$ cat src/rtl/clock_ctrl_pkg.sv
// Shared constants, register map and types of the power-save and clock control block.
package clock_ctrl_pkg;

  // Register bus geometry.
  localparam int unsigned DATA_W = 16;
  localparam int unsigned ADDR_W = 4;

  // Register word offsets.
  localparam logic [ADDR_W-1:0] ADDR_DIVREG = 4'h0;
  localparam logic [ADDR_W-1:0] ADDR_FBDIV  = 4'h1;
  localparam logic [ADDR_W-1:0] ADDR_MODDIS = 4'h2;
  localparam logic [ADDR_W-1:0] ADDR_STATUS = 4'h3;

  // Clock divisor register: bit 15 return on interrupt, 14:12 ratio, 11 slow CPU enable.
  localparam int unsigned RATIO_W  = 3;
  localparam int unsigned DIVCNT_W = 7;
  localparam int unsigned DIVREG_RSVD_W = 11;

  typedef struct packed {
    logic                     return_on_interrupt_bit;
    logic [RATIO_W-1:0]       ratio;
    logic                     slow_cpu_enable_bit;
    logic [DIVREG_RSVD_W-1:0] rsvd;
  } divreg_t;

  localparam divreg_t DIVREG_RST = 16'h0000;

  // PLL feedback divisor: 9-bit field, multiplier is field plus two.
  localparam int unsigned     FBDIV_W      = 9;
  localparam int unsigned     MULT_W       = 10;
  localparam logic [8:0]      FBDIV_RST    = 9'h030;
  localparam logic [9:0]      PLL_MULT_OFS = 10'h002;

  // Peripheral module disable bits.
  localparam int unsigned NUM_PERIPH = 8;
  localparam logic [7:0]  MODDIS_RST = 8'h00;

  // Status register bit positions.
  localparam int unsigned ST_BIT_IDLE  = 0;
  localparam int unsigned ST_BIT_SLEEP = 1;
  localparam int unsigned ST_BIT_DOZE  = 2;
  localparam int unsigned ST_BIT_WAKE  = 3;
  localparam int unsigned ST_BIT_BYIRQ = 4;
  localparam int unsigned ST_BIT_BYWDT = 5;

  // Cycles held in the wake state before the CPU clock returns (resume lands within 2 to 4).
  localparam int unsigned WAKE_CNT_W = 2;
  localparam logic [1:0]  WAKE_LAST  = 2'h1;

  // Power-save instruction request from the CPU core.
  typedef struct packed {
    logic valid;
    logic sleep;
  } psave_req_t;

  typedef enum {
    ST_RUN,
    ST_ENTER,
    ST_IDLE,
    ST_SLEEP,
    ST_WAKE
  } pwr_state_t;

endpackage

$ cat src/rtl/doze_divider.sv
// CPU clock enable divider for the slow-CPU mode.
`timescale 1ns/1ps

module doze_divider (
  // Clock and reset
  input  wire logic                                clk_i,
  input  wire logic                                rst_i,
  // Control
  input  wire logic                                run_i,
  input  wire logic                                doze_i,
  input  wire logic [clock_ctrl_pkg::RATIO_W-1:0]  ratio_i,
  // CPU tick
  output logic                                     tick_o
);

  logic [clock_ctrl_pkg::DIVCNT_W-1:0] cnt_r;
  logic [clock_ctrl_pkg::DIVCNT_W-1:0] cnt_nxt;
  logic [clock_ctrl_pkg::DIVCNT_W-1:0] mask;

  // Code n keeps the low n counter bits, so the period is two to the power n.
  genvar b;
  generate
    for (b = 0; b < clock_ctrl_pkg::DIVCNT_W; b++) begin : g_mask
      assign mask[b] = (32'(ratio_i) > b);
    end
  endgenerate

  assign cnt_nxt = (cnt_r + 7'h01) & mask;

  // The counter restarts at zero so the first CPU tick after a stop comes at once.
  always_ff @(posedge clk_i) begin
    if (rst_i || !run_i || !doze_i) begin
      cnt_r <= 7'h00;
    end else begin
      cnt_r <= cnt_nxt;
    end
  end

  // The CPU tick comes from one counter on the system clock, so it never slips against the peripheral clock.
  assign tick_o = !doze_i || ((cnt_r & mask) == 7'h00);
endmodule

$ cat src/rtl/power_save_clock_control.sv
// Idle, sleep and slow-CPU clock control with the PLL feedback divisor register.
`timescale 1ns/1ps

module power_save_clock_control (
  // Clock and reset
  input  wire logic                                     CLK_I,
  input  wire logic                                     RST_I,
  input  wire logic                                     POR_I,
  // Register port
  input  wire logic [clock_ctrl_pkg::ADDR_W-1:0]        ADDR_I,
  input  wire logic [clock_ctrl_pkg::DATA_W-1:0]        WR_DATA_I,
  input  wire logic                                     WR_I,
  input  wire logic                                     RD_I,
  output logic      [clock_ctrl_pkg::DATA_W-1:0]        RD_DATA_O,
  // Core and wake sources
  input  wire clock_ctrl_pkg::psave_req_t               PSAVE_I,
  input  wire logic                                     IRQ_I,
  input  wire logic                                     WDT_TIMEOUT_I,
  input  wire logic                                     WDT_EN_I,
  input  wire logic                                     CLK_MON_EN_I,
  // Clock controls
  output logic                                          CPU_CLK_EN_O,
  output logic                                          SYS_CLK_RUN_O,
  output logic      [clock_ctrl_pkg::NUM_PERIPH-1:0]    PERIPH_CLK_EN_O,
  output logic                                          RC_OSC_RUN_O,
  output logic      [clock_ctrl_pkg::MULT_W-1:0]        PLL_MULT_O,
  // Events
  output logic                                          WDT_CLEAR_O,
  output logic                                          RESUME_O,
  output logic                                          RESUME_IRQ_O
);

  clock_ctrl_pkg::pwr_state_t                   state_r;
  clock_ctrl_pkg::pwr_state_t                   state_nxt;
  clock_ctrl_pkg::divreg_t                      divreg_r;
  logic [clock_ctrl_pkg::FBDIV_W-1:0]           pll_div_r;
  logic [clock_ctrl_pkg::NUM_PERIPH-1:0]        moddis_r;
  logic [clock_ctrl_pkg::WAKE_CNT_W-1:0]        wake_cnt_r;
  logic                                         sleep_req_r;
  logic                                         by_irq_r;
  logic                                         by_wdt_r;
  logic                                         cpu_en_r;
  logic                                         sys_run_r;
  logic [clock_ctrl_pkg::NUM_PERIPH-1:0]        periph_en_r;
  logic                                         rc_osc_r;
  logic [clock_ctrl_pkg::MULT_W-1:0]            mult_r;
  logic                                         wdt_clr_r;
  logic                                         resume_r;
  logic                                         resume_irq_r;
  logic [clock_ctrl_pkg::DATA_W-1:0]            rdata_r;
  logic [clock_ctrl_pkg::DATA_W-1:0]            rd_mux;
  logic [clock_ctrl_pkg::DATA_W-1:0]            status;
  logic                                         wake_evt;
  logic                                         wr_divreg;
  logic                                         cpu_tick;
  logic                                         low_power;

  assign wake_evt  = IRQ_I || WDT_TIMEOUT_I;
  assign wr_divreg = WR_I && (ADDR_I == clock_ctrl_pkg::ADDR_DIVREG);
  assign low_power = (state_r == clock_ctrl_pkg::ST_IDLE) || (state_r == clock_ctrl_pkg::ST_SLEEP);

  // Power-save sequencing.
  always_comb begin
    state_nxt = state_r;
    case (state_r)
      clock_ctrl_pkg::ST_RUN: begin
        if (PSAVE_I.valid) begin
          state_nxt = clock_ctrl_pkg::ST_ENTER;
        end
      end
      clock_ctrl_pkg::ST_ENTER: begin
        // A pending interrupt is not looked at here; entry always completes first.
        state_nxt = sleep_req_r ? clock_ctrl_pkg::ST_SLEEP : clock_ctrl_pkg::ST_IDLE;
      end
      clock_ctrl_pkg::ST_IDLE, clock_ctrl_pkg::ST_SLEEP: begin
        if (wake_evt) begin
          state_nxt = clock_ctrl_pkg::ST_WAKE;
        end
      end
      clock_ctrl_pkg::ST_WAKE: begin
        if (wake_cnt_r == clock_ctrl_pkg::WAKE_LAST) begin
          state_nxt = clock_ctrl_pkg::ST_RUN;
        end
      end
      default: begin
        state_nxt = clock_ctrl_pkg::ST_RUN;
      end
    endcase
  end

  // A device reset on RST_I also ends idle or sleep, since it returns the state to run; POR_I alone does not.
  always_ff @(posedge CLK_I) begin
    if (RST_I) begin
      state_r <= clock_ctrl_pkg::ST_RUN;
    end else begin
      state_r <= state_nxt;
    end
  end

  always_ff @(posedge CLK_I) begin
    if (RST_I) begin
      sleep_req_r <= 1'b0;
    end else if (state_r == clock_ctrl_pkg::ST_RUN && PSAVE_I.valid) begin
      sleep_req_r <= PSAVE_I.sleep;
    end
  end

  always_ff @(posedge CLK_I) begin
    if (RST_I || state_r != clock_ctrl_pkg::ST_WAKE) begin
      wake_cnt_r <= 2'h0;
    end else begin
      wake_cnt_r <= wake_cnt_r + 2'h1;
    end
  end

  // Wake cause stays visible until the next power-save entry.
  always_ff @(posedge CLK_I) begin
    if (RST_I || state_r == clock_ctrl_pkg::ST_ENTER) begin
      by_irq_r <= 1'b0;
      by_wdt_r <= 1'b0;
    end else if (low_power && wake_evt) begin
      by_irq_r <= IRQ_I;
      by_wdt_r <= WDT_TIMEOUT_I && !IRQ_I;
    end
  end

  // Clock divisor register; an interrupt may drop the slow-CPU bit when asked to.
  always_ff @(posedge CLK_I) begin
    if (RST_I) begin
      divreg_r <= clock_ctrl_pkg::DIVREG_RST;
    end else if (wr_divreg) begin
      divreg_r                         <= WR_DATA_I;
      divreg_r.rsvd                    <= clock_ctrl_pkg::DIVREG_RST.rsvd;
    end else if (IRQ_I && divreg_r.return_on_interrupt_bit) begin
      divreg_r.slow_cpu_enable_bit <= 1'b0;
    end
  end

  // Only power-on reset restores the feedback divisor; other resets leave it alone.
  always_ff @(posedge CLK_I) begin
    if (POR_I) begin
      pll_div_r <= clock_ctrl_pkg::FBDIV_RST;
    end else if (!RST_I && WR_I && ADDR_I == clock_ctrl_pkg::ADDR_FBDIV) begin
      pll_div_r <= WR_DATA_I[clock_ctrl_pkg::FBDIV_W-1:0];
    end
  end

  always_ff @(posedge CLK_I) begin
    if (POR_I) begin
      mult_r <= 10'(clock_ctrl_pkg::FBDIV_RST) + clock_ctrl_pkg::PLL_MULT_OFS;
    end else begin
      mult_r <= 10'(pll_div_r) + clock_ctrl_pkg::PLL_MULT_OFS;
    end
  end

  always_ff @(posedge CLK_I) begin
    if (RST_I) begin
      moddis_r <= clock_ctrl_pkg::MODDIS_RST;
    end else if (WR_I && ADDR_I == clock_ctrl_pkg::ADDR_MODDIS) begin
      moddis_r <= WR_DATA_I[clock_ctrl_pkg::NUM_PERIPH-1:0];
    end
  end

  // Slow-CPU divider; the peripherals never see it.
  doze_divider u_div (
    .clk_i   (CLK_I),
    .rst_i   (RST_I),
    .run_i   (state_r == clock_ctrl_pkg::ST_RUN),
    .doze_i  (divreg_r.slow_cpu_enable_bit),
    .ratio_i (divreg_r.ratio),
    .tick_o  (cpu_tick)
  );

  // The CPU stops in the cycle after the power-save instruction.
  always_ff @(posedge CLK_I) begin
    if (RST_I) begin
      cpu_en_r <= 1'b0;
    end else begin
      cpu_en_r <= (state_r == clock_ctrl_pkg::ST_RUN) && !PSAVE_I.valid && cpu_tick;
    end
  end

  // Only sleep stops the system clock; idle and slow-CPU mode keep it.
  always_ff @(posedge CLK_I) begin
    if (RST_I) begin
      sys_run_r <= 1'b1;
    end else begin
      sys_run_r <= (state_nxt != clock_ctrl_pkg::ST_SLEEP);
    end
  end

  // A module disable bit gates its peripheral one cycle after the write.
  genvar p;
  generate
    for (p = 0; p < clock_ctrl_pkg::NUM_PERIPH; p++) begin : g_periph
      always_ff @(posedge CLK_I) begin
        if (RST_I) begin
          periph_en_r[p] <= 1'b1;
        end else begin
          periph_en_r[p] <= !moddis_r[p] && (state_r != clock_ctrl_pkg::ST_SLEEP);
        end
      end
    end
  endgenerate

  // The RC oscillator is kept while anything that depends on it is on.
  always_ff @(posedge CLK_I) begin
    if (RST_I) begin
      rc_osc_r <= 1'b0;
    end else begin
      rc_osc_r <= WDT_EN_I || CLK_MON_EN_I;
    end
  end

  always_ff @(posedge CLK_I) begin
    if (RST_I) begin
      wdt_clr_r <= 1'b0;
    end else begin
      wdt_clr_r <= (state_r == clock_ctrl_pkg::ST_ENTER) && !sleep_req_r;
    end
  end

  // The core resumes at the next instruction, or at the handler when an interrupt woke it.
  always_ff @(posedge CLK_I) begin
    if (RST_I) begin
      resume_r     <= 1'b0;
      resume_irq_r <= 1'b0;
    end else begin
      resume_r     <= (state_r == clock_ctrl_pkg::ST_WAKE) && (state_nxt == clock_ctrl_pkg::ST_RUN);
      resume_irq_r <= (state_r == clock_ctrl_pkg::ST_WAKE) && (state_nxt == clock_ctrl_pkg::ST_RUN)
                      && by_irq_r;
    end
  end

  always_comb begin
    status                                    = 16'h0000;
    status[clock_ctrl_pkg::ST_BIT_IDLE]       = (state_r == clock_ctrl_pkg::ST_IDLE);
    status[clock_ctrl_pkg::ST_BIT_SLEEP]      = (state_r == clock_ctrl_pkg::ST_SLEEP);
    status[clock_ctrl_pkg::ST_BIT_DOZE]       = divreg_r.slow_cpu_enable_bit;
    status[clock_ctrl_pkg::ST_BIT_WAKE]       = (state_r == clock_ctrl_pkg::ST_WAKE);
    status[clock_ctrl_pkg::ST_BIT_BYIRQ]      = by_irq_r;
    status[clock_ctrl_pkg::ST_BIT_BYWDT]      = by_wdt_r;
  end

  // Unmapped offsets read as zero; reserved bits read as zero.
  always_comb begin
    rd_mux = 16'h0000;
    case (ADDR_I)
      clock_ctrl_pkg::ADDR_DIVREG: rd_mux = divreg_r;
      clock_ctrl_pkg::ADDR_FBDIV:  rd_mux = 16'(pll_div_r);
      clock_ctrl_pkg::ADDR_MODDIS: rd_mux = 16'(moddis_r);
      clock_ctrl_pkg::ADDR_STATUS: rd_mux = status;
      default:                     rd_mux = 16'h0000;
    endcase
  end

  // Read data stands for exactly one cycle after the strobe.
  always_ff @(posedge CLK_I) begin
    if (RST_I || !RD_I) begin
      rdata_r <= 16'h0000;
    end else begin
      rdata_r <= rd_mux;
    end
  end

  assign RD_DATA_O       = rdata_r;
  assign CPU_CLK_EN_O    = cpu_en_r;
  assign SYS_CLK_RUN_O   = sys_run_r;
  assign PERIPH_CLK_EN_O = periph_en_r;
  assign RC_OSC_RUN_O    = rc_osc_r;
  assign PLL_MULT_O      = mult_r;
  assign WDT_CLEAR_O     = wdt_clr_r;
  assign RESUME_O        = resume_r;
  assign RESUME_IRQ_O    = resume_irq_r;
endmodule

$ cat config.mk
export PLATFORM = sky130hd
export DESIGN_NAME = power_save_clock_control
export DESIGN_NICKNAME = d
export VERILOG_FILES = /design/src/rtl/clock_ctrl_pkg.sv /design/src/rtl/doze_divider.sv /design/src/rtl/power_save_clock_control.sv
export SDC_FILE = /design/constraint.sdc
export NUM_CORES = 1
export LEC_CHECK = 0
export BUFFER_PORTS_ARGS = -buffer_cell sky130_fd_sc_hd__clkbuf_2
export CORE_MARGIN = 1
export CORE_UTILIZATION = 33
export CTS_CLUSTER_DIAMETER = 40
export DETAILED_ROUTE_END_ITERATION = 12
export PLACE_DENSITY = 0.63
export SYNTH_ARGS = -nofsm -noshare
export SYNTH_HDL_FRONTEND = slang
export SYNTH_SLANG_ARGS = --single-unit
export TNS_END_PERCENT = 1
$ cat constraint.sdc
create_clock -name CLK_I -period 2.1 [get_ports CLK_I]
set_input_delay 0.315 -clock CLK_I [delete_from_list [all_inputs] [get_ports CLK_I]]
set_output_delay 0.315 -clock CLK_I [all_outputs]
set_load 0.02 [all_outputs]
==> results.md, run 1 <==
Critical path:
- The type of element capturing the critical path is a flop.
- Along the worst path, the maximum fanout reaches 4.
- The internal reg-to-reg setup slack is -100 ps.
- Data arrives at the worst endpoint at 2510 ps.
- The setup path with the least slack is of type flop to flop.
- The critical path startpoint category is a flop.
- In this run the critical register-to-register path is captured at u_div.cnt_r[4].
- STA puts the critical path data required time at 2400 ps.
- The cell depth of the worst flop-to-flop path is 4.
- The worst reg2reg path startpoint is state_r[9].

Die:
- The total number of placement rows is 37.
- In this run the horizontal extent of the chip is 106 µm.
- The area enclosed by the die boundary is between 0.01 and 0.015 mm².
- The starting density of the core is between 30% and 40%.
- The top-level port count is 71.
- The y dimension of the die is around 110 µm.
- The floorplan step defined a core boundary enclosing 0.0104 mm².

Hold path:
- Along the worst hold path, the cell count comes to 2.
- The type of the most critical hold path is input pin to flop.
- The sink of the worst hold path is CPU_CLK_EN_O.
- The start point of the worst hold path is PSAVE_I[1].

Global route:
- The maximum number of pins on one net before global-route repair is 31.
- The initial antenna violation count is 0.
- The first global-routing pass estimated 11800 µm of wire.
- After global routing the overflow that remains totals 0.
- The number of global-route vias before repair is 2563.
- Global routing used between 10% and 20% of the available tracks.

Power:
- The ratio of total power to cell area is around 750 mW/mm².
- For this design the static power due to leakage is 1.87 nW.
- Across the VDD grid, the largest voltage drop is 0.377 mV.

Finish:
- Cells with a size suffix above 1 make up 24.7% of the layout.
- The repair_antennas step left the layout with diodes totalling 0.
- The layout-stage area growth over the synthesis result is 24.5%.
- The final layout net count is roughly 500.
- With fillers left out, the area of the finished cells amounts to about 0.0044 mm².
- The layout has 1020 filler cells.

Yosys:
- Counting flops with an async set or reset pin after synthesis yields a share of 0%.
- Yosys mapped the design onto 49 distinct sky130hd cell types.
- Sequential elements use between 50% and 60% of the synthesized area.
- The most used flip-flop cell after synthesis is dfxtp_1.
- The portion of synthesized cell area occupied by the leading cell type is 58.4%.
- The count of mapped cells out of synthesis is 356.
- The cell type with the highest aggregate area in the netlist is dfxtp_1.
- A synthesized cell averages around 10 µm².
- The synthesized design contains 0 enable-type register cells.
- The Yosys step of the flow raised 0 warnings.
- After synthesis, the cell types taking the most area are dfxtp_1 58%, nor2_1 3.5%, nand2_1 3.4%.
- The cell with the most instances after synthesis is dfxtp_1.
- After synthesis, the most frequently instantiated cells are 104 x dfxtp_1, 33 x nor2_1, 32 x nand2_1.
- Summing every instance area after synthesis gives 0.00356 mm².
- Synthesis inferred 104 register bits.

CTS:
- The clock tree from TritonCTS is yes.
- TritonCTS created 9 clock buffers.
- The clock transition at the registers of the reported paths is roughly 100 ps.
- CTS saw approximately 100 sinks.
- For the worst-skew pair, the clock arrives at the later sink with an insertion delay of 380 ps.
- The clock tree synthesis step divided the H-tree into 3 levels.
- The cell sitting at the root of the clock tree is a clkbuf_8.
- The clock passes through at most 2 buffers.

Route:
- The total wirelength of the detailed-routed design is around 7300 µm.
- The via density per instance is between 4 and 5.
- The count of nets left with antenna violations once routing finished came out at 0.
- The number of remaining DRC errors is 0.
- The average detailed-routed wire length per instance is between 10 and 15 µm.
- The violation count after the first detailed-routing iteration is 119.
- The first detailed-routing pass ran for 4 iterations.
- The detailed router placed between 2000 and 3000 vias in this run.

STA:
- The hold violation total from the final report is 0.
- The post-route fraction of the period consumed by the critical path is 105%.
- The minimum setup slack in the final design is -104 ps.
- The count of pins over their slew limit came to 0.
- Between clock sinks in the finished design, the worst skew comes to approximately 18 ps.
- The setup-violating endpoint count in the final report is 4.
- The routed design could run at a clock period as short as between 2000 and 2500 ps.
- Setup repair after global routing could not meet its margin everywhere.
- Static timing analysis puts the maximum clock frequency at 454 MHz.

Placed design:
- The standard cell area after detailed placement is ~0.0042 mm².
- Detailed placement finished with a half-perimeter wire length of 5420 µm.
- The worst slack after detailed placement is -86.7 ps.
- The number of buffers added on ports is between 60 and 70.
- The routability-driven placement congestion ratio is approximately 0.80.

Job:
- Across the run, the number of max-cap violations was 0.

Run status:
- The final reports fail on setup timing.
- The flow ran to the end, but the final reports show violations.
-- cell usage in the layout (no fill, tap or decap), types with 4 or more instances in the layout --
master / n
o21bai_1: 8
nor4_1: 6
nor3_1: 11
and2_1: 5
nor2b_1: 4
buf_4: 15
inv_1: 9
nand2b_1: 4
nor2_1: 33
nand4_1: 6
a22oi_1: 7
nand2_1: 32
nand3_1: 21
clkbuf_8: 9
a21oi_1: 17
o21ai_0: 4
mux2i_1: 8
conb_1: 31
clkbuf_2: 66
or4_4: 4
xor2_1: 8
dfxtp_1: 104
-- worst max path at each step --
stage	from	end	slack, ps
floorplan	state_r[9]	u_div.cnt_r[4]	-130
global placement	state_r[9]	u_div.cnt_r[6]	-60
detailed placement	state_r[9]	u_div.cnt_r[4]	-90
CTS	state_r[9]	u_div.cnt_r[4]	-120
global route	state_r[9]	u_div.cnt_r[4]	-160
finish	state_r[9]	u_div.cnt_r[4]	-100
-- registers in the layout, summed over array words and instances (netlist names) --
register,count
CPU_CLK_EN_O,1
PERIPH_CLK_EN_O,8
PLL_MULT_O,10
RC_OSC_RUN_O,1
RD_DATA_O,14
RESUME_IRQ_O,1
RESUME_O,1
SYS_CLK_RUN_O,1
WDT_CLEAR_O,1
by_irq_r,1
by_wdt_r,1
divreg_r,5
moddis_r,8
pll_div_r,9
sleep_req_r,1
state_r,32
u_div.cnt_r,7
wake_cnt_r,2
-- per-stage QoR --
step	hold WS, ps	instances	setup TNS, ps	util [%]	total power (W)
2_1_floorplan	398	386	-1300	-	0.00214
3_3_place_gp	407	585	-144	40.5	0.00220
3_5_place_dp	419	585	-397	40.5	0.00220
4_1_cts	137	601	-414	42.3	0.00337
5_1_grt	111	601	-905	42.6	0.00348
6_report	137	601	-308	42.6	0.00334
-- critical path, stage by stage (launching register included) --
cell	delay (ps)
dfxtp_1	310
or4_4	530
or4_4	570
or4_4	550
nor3_2	180
-- power by group --
group | internal (W) | leakage (nW) | switching, W
Clock | 0.000456 | 0.0927 | 0.000724
Sequential | 0.00201 | 0.850 | 0.0000144
Combinational | 0.0000519 | 0.924 | 0.0000799
-- cell families (layout without fill, tap and decap cells) --
logic type,count (synthesis),count (layout),share of synthesized area (%)
AND/OR/NAND/NOR,146,146,21.4
flip-flops,104,104,58.4
AO/OA/AOI/OAI,52,52,9.79
buffers and inverters,28,107,3.37
XOR/XNOR,11,11,2.70
multiplexers,11,11,3.19
adder cells (fa/ha/maj),3,3,1.05
other,1,31,0.105
-- routing by layer --
layer | track usage (%) | wire length, µm | vias to the layer above
li1 | - | - | 1410
met1 | 16.8 | 3410 | 1283
met3 | 4.05 | 342 | 10
met4 | 5.16 | 128 | 0
met5 | 0 | 0 | -
met2 | 22.6 | 3470 | 67
-- cell type report --
cell class / instances / area [µm²] / share of cell area (%)
clock inverters: 7 / 62.6 / 1.41
repair buffers: 82 / 454 / 10.2
well taps: 136 / 170 / 3.83
clock buffers: 9 / 124 / 2.79
multi-input cells: 254 / 1510 / 34.1
flip-flops and latches: 104 / 2080 / 46.9
inverters: 9 / 33.8 / 0.761
-- repair_timing --
item                                    in CTS  in global routing
cloned                                       0                  0
hold buffers                                 0                  0
setup buffers                                0                  0
endpoints found under the setup margin      13                 22
gates resized for setup                      1                  6
pin swaps                                    0                  0
Power figures use the tool's default switching activity.
==> run 2: changes to the inputs <==
--- a/config.mk
+++ b/config.mk
@@ -5,12 +5,12 @@
 export SDC_FILE = /design/constraint.sdc
 export NUM_CORES = 1
 export LEC_CHECK = 0
-export BUFFER_PORTS_ARGS = -buffer_cell sky130_fd_sc_hd__clkbuf_2
 export CORE_MARGIN = 1
 export CORE_UTILIZATION = 33
 export CTS_CLUSTER_DIAMETER = 40
 export DETAILED_ROUTE_END_ITERATION = 12
-export PLACE_DENSITY = 0.63
+export DONT_BUFFER_PORTS = 1
+export PLACE_DENSITY = 0.57
 export SYNTH_ARGS = -nofsm -noshare
 export SYNTH_HDL_FRONTEND = slang
 export SYNTH_SLANG_ARGS = --single-unit
==> run 2 against run 1 <==
Effect of this change: the run still ends with setup timing left; via count is 8.3% lower; die area stayed put; worst hold slack worse by 120 ps; maximum frequency is 1.6% higher; sequential share of layout area is 3.0 points higher; critical path depth stayed put; worst setup slack better by 35 ps; clock skew is 8.0 ps lower; sequential power hardly changed; final area is 6.0% lower; combinational power is 41% lower; critical endpoint is now u_div.cnt_r[5]; largest cell class unchanged; highest routed layer unchanged.
==> results.md, run 2 (same netlist as run 1, synthesis figures left out) <==
Run status:
- The run finished, with violations left.
- The final reports fail on setup timing.

Placed design:
- Input and output buffers added on the ports amount to 0.
- The detailed placement HPWL is around 5400 µm.
- The congestion estimate from routability-driven global placement came to around 0.82.
- The standard cell area after detailed placement is between 0.003 and 0.004 mm².
- The worst slack after detailed placement is -75.6 ps.

Finish:
- The final layout net count is ~430.
- After routing the design area is about 0.0042 mm².
- Fill cells in the final layout number 1031.
- Of the cells placed in the final design, the portion with a size suffix greater than 1 is 11.8%.
- Ranked by flip-flop count, first place goes to state_r.
- The layout-stage area growth over the synthesis result is 17.0%.
- The repair_antennas step left the layout with diodes totalling 0.
- Leaving out fill and tap cells, the most frequent cells in the layout are 104 x dfxtp_1, 33 x nor2_1, 32 x nand2_1.
- At the end of the flow the core is filled with cells to 40.0%.
- The library cell used most frequently in the layout, excluding fill and tap cells, is dfxtp_1.
- The number of flip-flops under the largest register name is 32.

Die:
- The starting density of the core is 34.2%.
- Measured along the y axis, the die boundary spans ~110 µm.
- The floorplan step defined a core boundary enclosing ~0.010 mm².
- The area enclosed by the die boundary is roughly 0.011 mm².
- The initialized floorplan defines 37 standard-cell rows.
- The top-level port count is 71.
- The die is ~110 µm wide.

Power:
- VDD sags by at most approximately 0.44 mV.
- The leakage power summed over all cells is around 1.6 nW.
- The ratio of total power to cell area is between 800 and 900 mW/mm².
- Summing internal, switching and leakage power gives 0.00356 W.

Hold path:
- The min-delay analysis places its worst path in the category input pin to flop.

Critical path:
- The type of element capturing the critical path is a flop.
- The critical path startpoint category is a flop.
- The required time at the endpoint of the critical path is between 2000 and 2500 ps.
- At the worst endpoint, the arrival time is 2450 ps.
- Of all nets on the critical path, the largest fanout is 4.
- The critical setup path kind is flop to flop.

Route:
- The routed layout has around 2500 vias.
- The antenna violation net count after detailed routing is 0.
- The first-pass detailed-route iteration total is 5.
- The total wirelength of the detailed-routed design is 7530 µm.
- The number of remaining DRC errors is 0.
- Dividing the detail-routed wire length by the instance count gives 14.1 µm.
- The violation count after the first detailed-routing iteration is around 130.
- In the routed layout, each cell is associated on average with a via count of around 4.7.

Global route:
- The initial antenna violation count was 0.
- The total grt overflow is 0.
- The first-pass GRT wire length is roughly 12000 µm.
- Entering global routing, the biggest net connects 33 pins.
- The total routing resource utilization after global routing is 14.0%.
- The number of global-route vias before repair is 2461.

CTS:
- Clock tree synthesis inserted a total of 9 buffers.
- CTS built an H-tree with a depth of 3.
- The source-to-sink clock delay at the later pin of the worst-skew pair is between 300 and 400 ps.
- The deepest clock path buffer count is 2.
- The total number of clock tree sinks is ~100.
- The clock tree from TritonCTS is yes.
- The cell at the root of the clock tree is clkbuf_8.
- After clock tree synthesis, the clock-pin slew on the worst setup and hold paths is roughly 100 ps.

Job:
- Across the run, the number of max-cap violations was 0.

STA:
- The achievable clock frequency is approximately 460 MHz.
- Setup violations remaining at the end of the flow were counted as 3.
- Hold timing on the final database bottoms out at a slack of roughly 18 ps.
- The hold violation total from the final report came to 0.
- The final clock skew is a little over 10 ps.
- The count of pins over their slew limit is 0.
- Setup repair after global routing could not meet its margin everywhere.
- Counting I/O delays and the setup requirement, the final critical path takes 2170 ps.
- After layout, the worst path uses 103% of the clock period.
- The minimum setup slack in the final design is -68.3 ps.
-- run 2: cell count changes in the layout (fill, tap and decap cells not counted), moves of 2 or more --
cell           change
bufinv_16          +3
inv_6              -2
clkinv_4           -2
dlygate4sd3_1      +2
clkbuf_2          -66
-- run 2: worst max-delay path, cell delays in order (launching register included) --
cell and delay (ps):
dfxtp_1 310, or4_4 530, or4_4 560, or4_4 540, nor3b_2 170
-- run 2: cell type report --
type / instances / area, µm² / share of cell area, %
timing repair buffer: 17 / 133 / 3.18
multi-input combinational: 254 / 1510 / 36.2
sequential: 104 / 2080 / 49.9
clock inverter: 5 / 104 / 2.49
clock buffer: 10 / 138 / 3.30
inverter: 9 / 33.8 / 0.810
tap: 136 / 170 / 4.08
-- run 2: stage by stage --
step / setup TNS (ps) / instances
final: -145 / 535
after global routing: -991 / 535
after CTS: -312 / 533
after detailed placement: -212 / 518
after global placement: -143 / 518
after floorplan: -1300 / 386
-- run 2: what timing repair did --
action                                  in CTS  in global routing
gates cloned                                 0                  0
hold endpoints to repair                     0                  4
gates resized for setup                      2                  4
pin swaps                                    0                  3
endpoints found under the setup margin      13                 20
setup buffers                                0                  0
hold buffers                                 0                  2
-- run 2: power breakdown --
part / leakage (nW) / total, W / switching [W] / internal (W)
combinational: 0.641 / 0.0000774 / 0.0000441 / 0.0000333
clock: 0.123 / 0.00145 / 0.000632 / 0.000820
sequential: 0.850 / 0.00203 / 0.0000194 / 0.00201
total: 1.61 / 0.00356 / 0.000695 / 0.00286
-- run 2: path summary, 6_finish.rpt --
check,startpoint,end,slack (ps),depth (start not counted)
hold / removal,POR_I,PLL_MULT_O[3],20,1
setup / recovery,state_r[9],u_div.cnt_r[5],-70,4
hold reg to reg,wake_cnt_r[0],wake_cnt_r[0],430,1
setup reg to reg,state_r[9],u_div.cnt_r[5],-70,4
-- run 2: per-layer routing --
layer | global-route usage (%) | vias up | routed length (µm)
met5 | 0 | - | 0
met4 | 4.46 | 0 | 95
met3 | 4.35 | 10 | 477
met2 | 23.2 | 56 | 3540
met1 | 17.3 | 1190 | 3410
li1 | - | 1284 | -
==> run 3: changes to the inputs <==
--- a/config.mk
+++ b/config.mk
@@ -10,7 +10,7 @@
 export CTS_CLUSTER_DIAMETER = 40
 export DETAILED_ROUTE_END_ITERATION = 12
 export DONT_BUFFER_PORTS = 1
-export PLACE_DENSITY = 0.57
+export PLACE_DENSITY = 0.56
 export SYNTH_ARGS = -nofsm -noshare
 export SYNTH_HDL_FRONTEND = slang
 export SYNTH_SLANG_ARGS = --single-unit
==> constraint.sdc (replaced) <==
create_clock -name CLK_I -period 2.35 [get_ports CLK_I]
set_input_delay 0.3525 -clock CLK_I [delete_from_list [all_inputs] [get_ports CLK_I]]
set_output_delay 0.3525 -clock CLK_I [all_outputs]
set_load 0.02 [all_outputs]
==> run 3 against run 2 <==
Effect of this change: the run now ends clean; die area unchanged; cell count decreased by 1.9%; via count decreased by 2.6%; critical path type unchanged; critical endpoint is now u_div.cnt_r[6]; highest routed layer unchanged.
==> results.md, run 3 (same netlist as run 1, synthesis figures left out) <==
Critical path:
- The internal reg-to-reg setup slack is between 100 and 150 ps.
- The cell depth of the worst flop-to-flop path is 4.
- Together, buffers and inverters on the worst path number 0.
- The terminus of the critical flop-to-flop path is u_div.cnt_r[6].
- The worst setup path is captured at a flop.
- At the worst endpoint, the required time is around 2600 ps.
- By instance count, the cell type seen most on the critical path is or4_4.
- STA puts the critical path data arrival time at 2540 ps.
- The critical path startpoint category is a flop.
- The maximum fanout along the worst path is 7.
- The kind of cell with the highest combined delay along the critical path is simple AND/OR/NAND/NOR gates.
- The critical setup path kind is flop to flop.
- The cell with the largest stage delay on the worst path is or4_4.
- The startpoint identified for the worst register-to-register timing path is state_r[9].
- For this run, the slowest stage of the critical path takes about 600 ps.
- The signal on the critical path passes through or4_4 > or4_4 > or4_4 > nor3_2.

Route:
- Summed over all layers, the routed wires come to between 7000 and 8000 µm.
- The average detailed-routed wire length per instance is 13.7 µm.
- Before antenna repair, the detailed router went through 5 iterations.
- The violation count after the first detailed-routing iteration is between 100 and 150.
- The via count is about 2500.
- The detail route stage leaves a number of antenna-violating nets equal to 0.
- The via density per instance is around 4.7.
- In the routed design, unresolved DRC markers number 0.

CTS:
- The level count of the clock H-tree is 3.
- The clock net in this run drives a total of ~100 sinks.
- Clock tree synthesis selected as its root buffer the cell clkbuf_8.
- The clock passes through at most 2 buffers.
- The clock transition at the registers of the reported paths is approximately 110 ps.
- The count of hold buffers inserted by post-cts repair is 0.
- After clock tree synthesis, the setup repair step added 0 buffers.
- The number of buffers created by CTS is 9.
- TritonCTS built the clock tree.
- Post-CTS repair changed the size of 0 cells.
- The source-to-sink clock delay at the later pin of the worst-skew pair is 350 ps.

STA:
- The total negative setup slack is 0 ps.
- The hold violation total from the final report was 0.
- The slew at the pin closest to its max-slew limit is roughly 700 ps.
- The count of pins over their slew limit is 0.
- The worst max-slew margin expressed relative to the limit is a little over half.
- After layout, the worst path uses a little over nine tenths of the clock period.
- After layout, the minimum clock period comes to ~2200 ps.
- Across the routed clock network, the largest skew measured is between 15 and 20 ps.
- Timing would allow up to around 440 MHz.
- Setup repair after global routing left no endpoint under its margin.
- The setup-violating endpoint count in the final report is 0.

Placed design:
- The placed instances occupy a cell area of ~0.0038 mm².
- Summed over all nets, the half-perimeter wirelength after detailed placement is 5330 µm.
- The congestion estimate from routability-driven global placement came to 0.813.
- The number of buffers added on ports is 0.

Hold path:
- The start point of the worst hold path is POR_I.
- Counting instances, the worst hold path has a depth of 1.
- For hold timing, the worst endpoint is PLL_MULT_O[7].
- The worst hold path belongs to the class input pin to flop.

Power:
- IR analysis of the VDD net gives a maximum drop of roughly 0.32 mV.
- The ratio of total power to cell area is approximately 720 mW/mm².
- In this run the static leakage power is 1.52 nW.

Die:
- The floorplan step set the die width to 106 µm.
- In this run the standard cell core region covers approximately 0.010 mm².
- The total number of placement rows is 37.
- The starting density of the core is approximately a third.
- The die is about 110 µm tall.
- The area enclosed by the die boundary is roughly 0.011 mm².
- The top-level port count is 71.

Global route:
- The first-pass GRT wire length is ~12000 µm.
- The total overflow left after global routing is 0.
- The number of global-route vias before repair is 2383.
- Entering global routing, the biggest net connects 33 pins.
- The initial antenna violation count is 0.
- In the global route stage, overall resource usage came out at between 10% and 20%.

Finish:
- The total inserted antenna cells is 0.
- At the end of the flow the core is filled with cells to 38.4%.
- The final design instance area without fill is around 0.004 mm².
- The leading cell type in the layout, fill and taps excluded is dfxtp_1.
- The share of post-route cells with drive strength above 1 is under 10%.
- The final layout net count is 418.
- The layout has approximately 1100 filler cells.
- The number of flip-flops under the largest register name is 32.
- Counting flops per register, the top entry is state_r.
- From synthesis to final layout, the design area changed by 12.2%.
- The library cells used most frequently in the layout, excluding fill and tap cells, are 104 x dfxtp_1, 33 x nor2_1, 32 x nand2_1.

Run status:
- The run finished with clean final reports.

Job:
- The number of maximum-capacitance violations is 0.
-- run 3: changes by cell type in the layout (fill, tap and decap cells not counted), moves of 2 or more --
cell           previous run  this run
buf_4                    15         6
bufinv_16                 3         0
clkinv_4                  0         2
clkinvlp_4                0         2
dlygate4sd3_1             2         0
nor4_1                    6         8
-- run 3: cell type report --
| type | instances | area (µm²) | area share, % |
|---|---|---|---|
| clock buffer | 10 | 138 | 3.44 |
| clock inverter | 6 | 50.0 | 1.25 |
| inverter | 9 | 33.8 | 0.845 |
| multi-input combinational | 254 | 1480 | 37.0 |
| sequential | 104 | 2080 | 52.1 |
| tap | 136 | 170 | 4.26 |
| timing repair buffer | 6 | 45.0 | 1.13 |
-- run 3: routing by layer --
metal	global-route usage, %	share of wire [%]
met2	21.5	48
met1	16.7	45
met4	4.37	0.78
met5	0	0
met3	4.35	6.2
-- run 3: worst max-delay path by stage --
stage	slack [ps]	depth (start not counted)	start	endpoint
floorplan	120	5	state_r[9]	u_div.cnt_r[4]
global placement	140	4	state_r[9]	u_div.cnt_r[6]
detailed placement	110	4	state_r[9]	u_div.cnt_r[6]
CTS	80	4	state_r[9]	u_div.cnt_r[6]
global route	40	4	state_r[4]	u_div.cnt_r[4]
finish	100	4	state_r[9]	u_div.cnt_r[6]
-- run 3: where the power goes --
part / switching [W] / internal [W]
sequential: 0.0000176 / 0.00180
clock: 0.000602 / 0.000426
combinational: 0.0000341 / 0.0000227
total: 0.000654 / 0.00224
-- run 3: metrics by stage --
stage | setup slack, ps | hold WS, ps | cells | total power (W)
global route | 43.9 | 17.9 | 525 | 0.00302
CTS | 81.7 | 29.4 | 525 | 0.00294
floorplan | 124 | 399 | 386 | 0.00191
detailed placement | 115 | 428 | 509 | 0.00191
finish | 101 | 48.8 | 525 | 0.00290
global placement | 135 | 407 | 509 | 0.00191
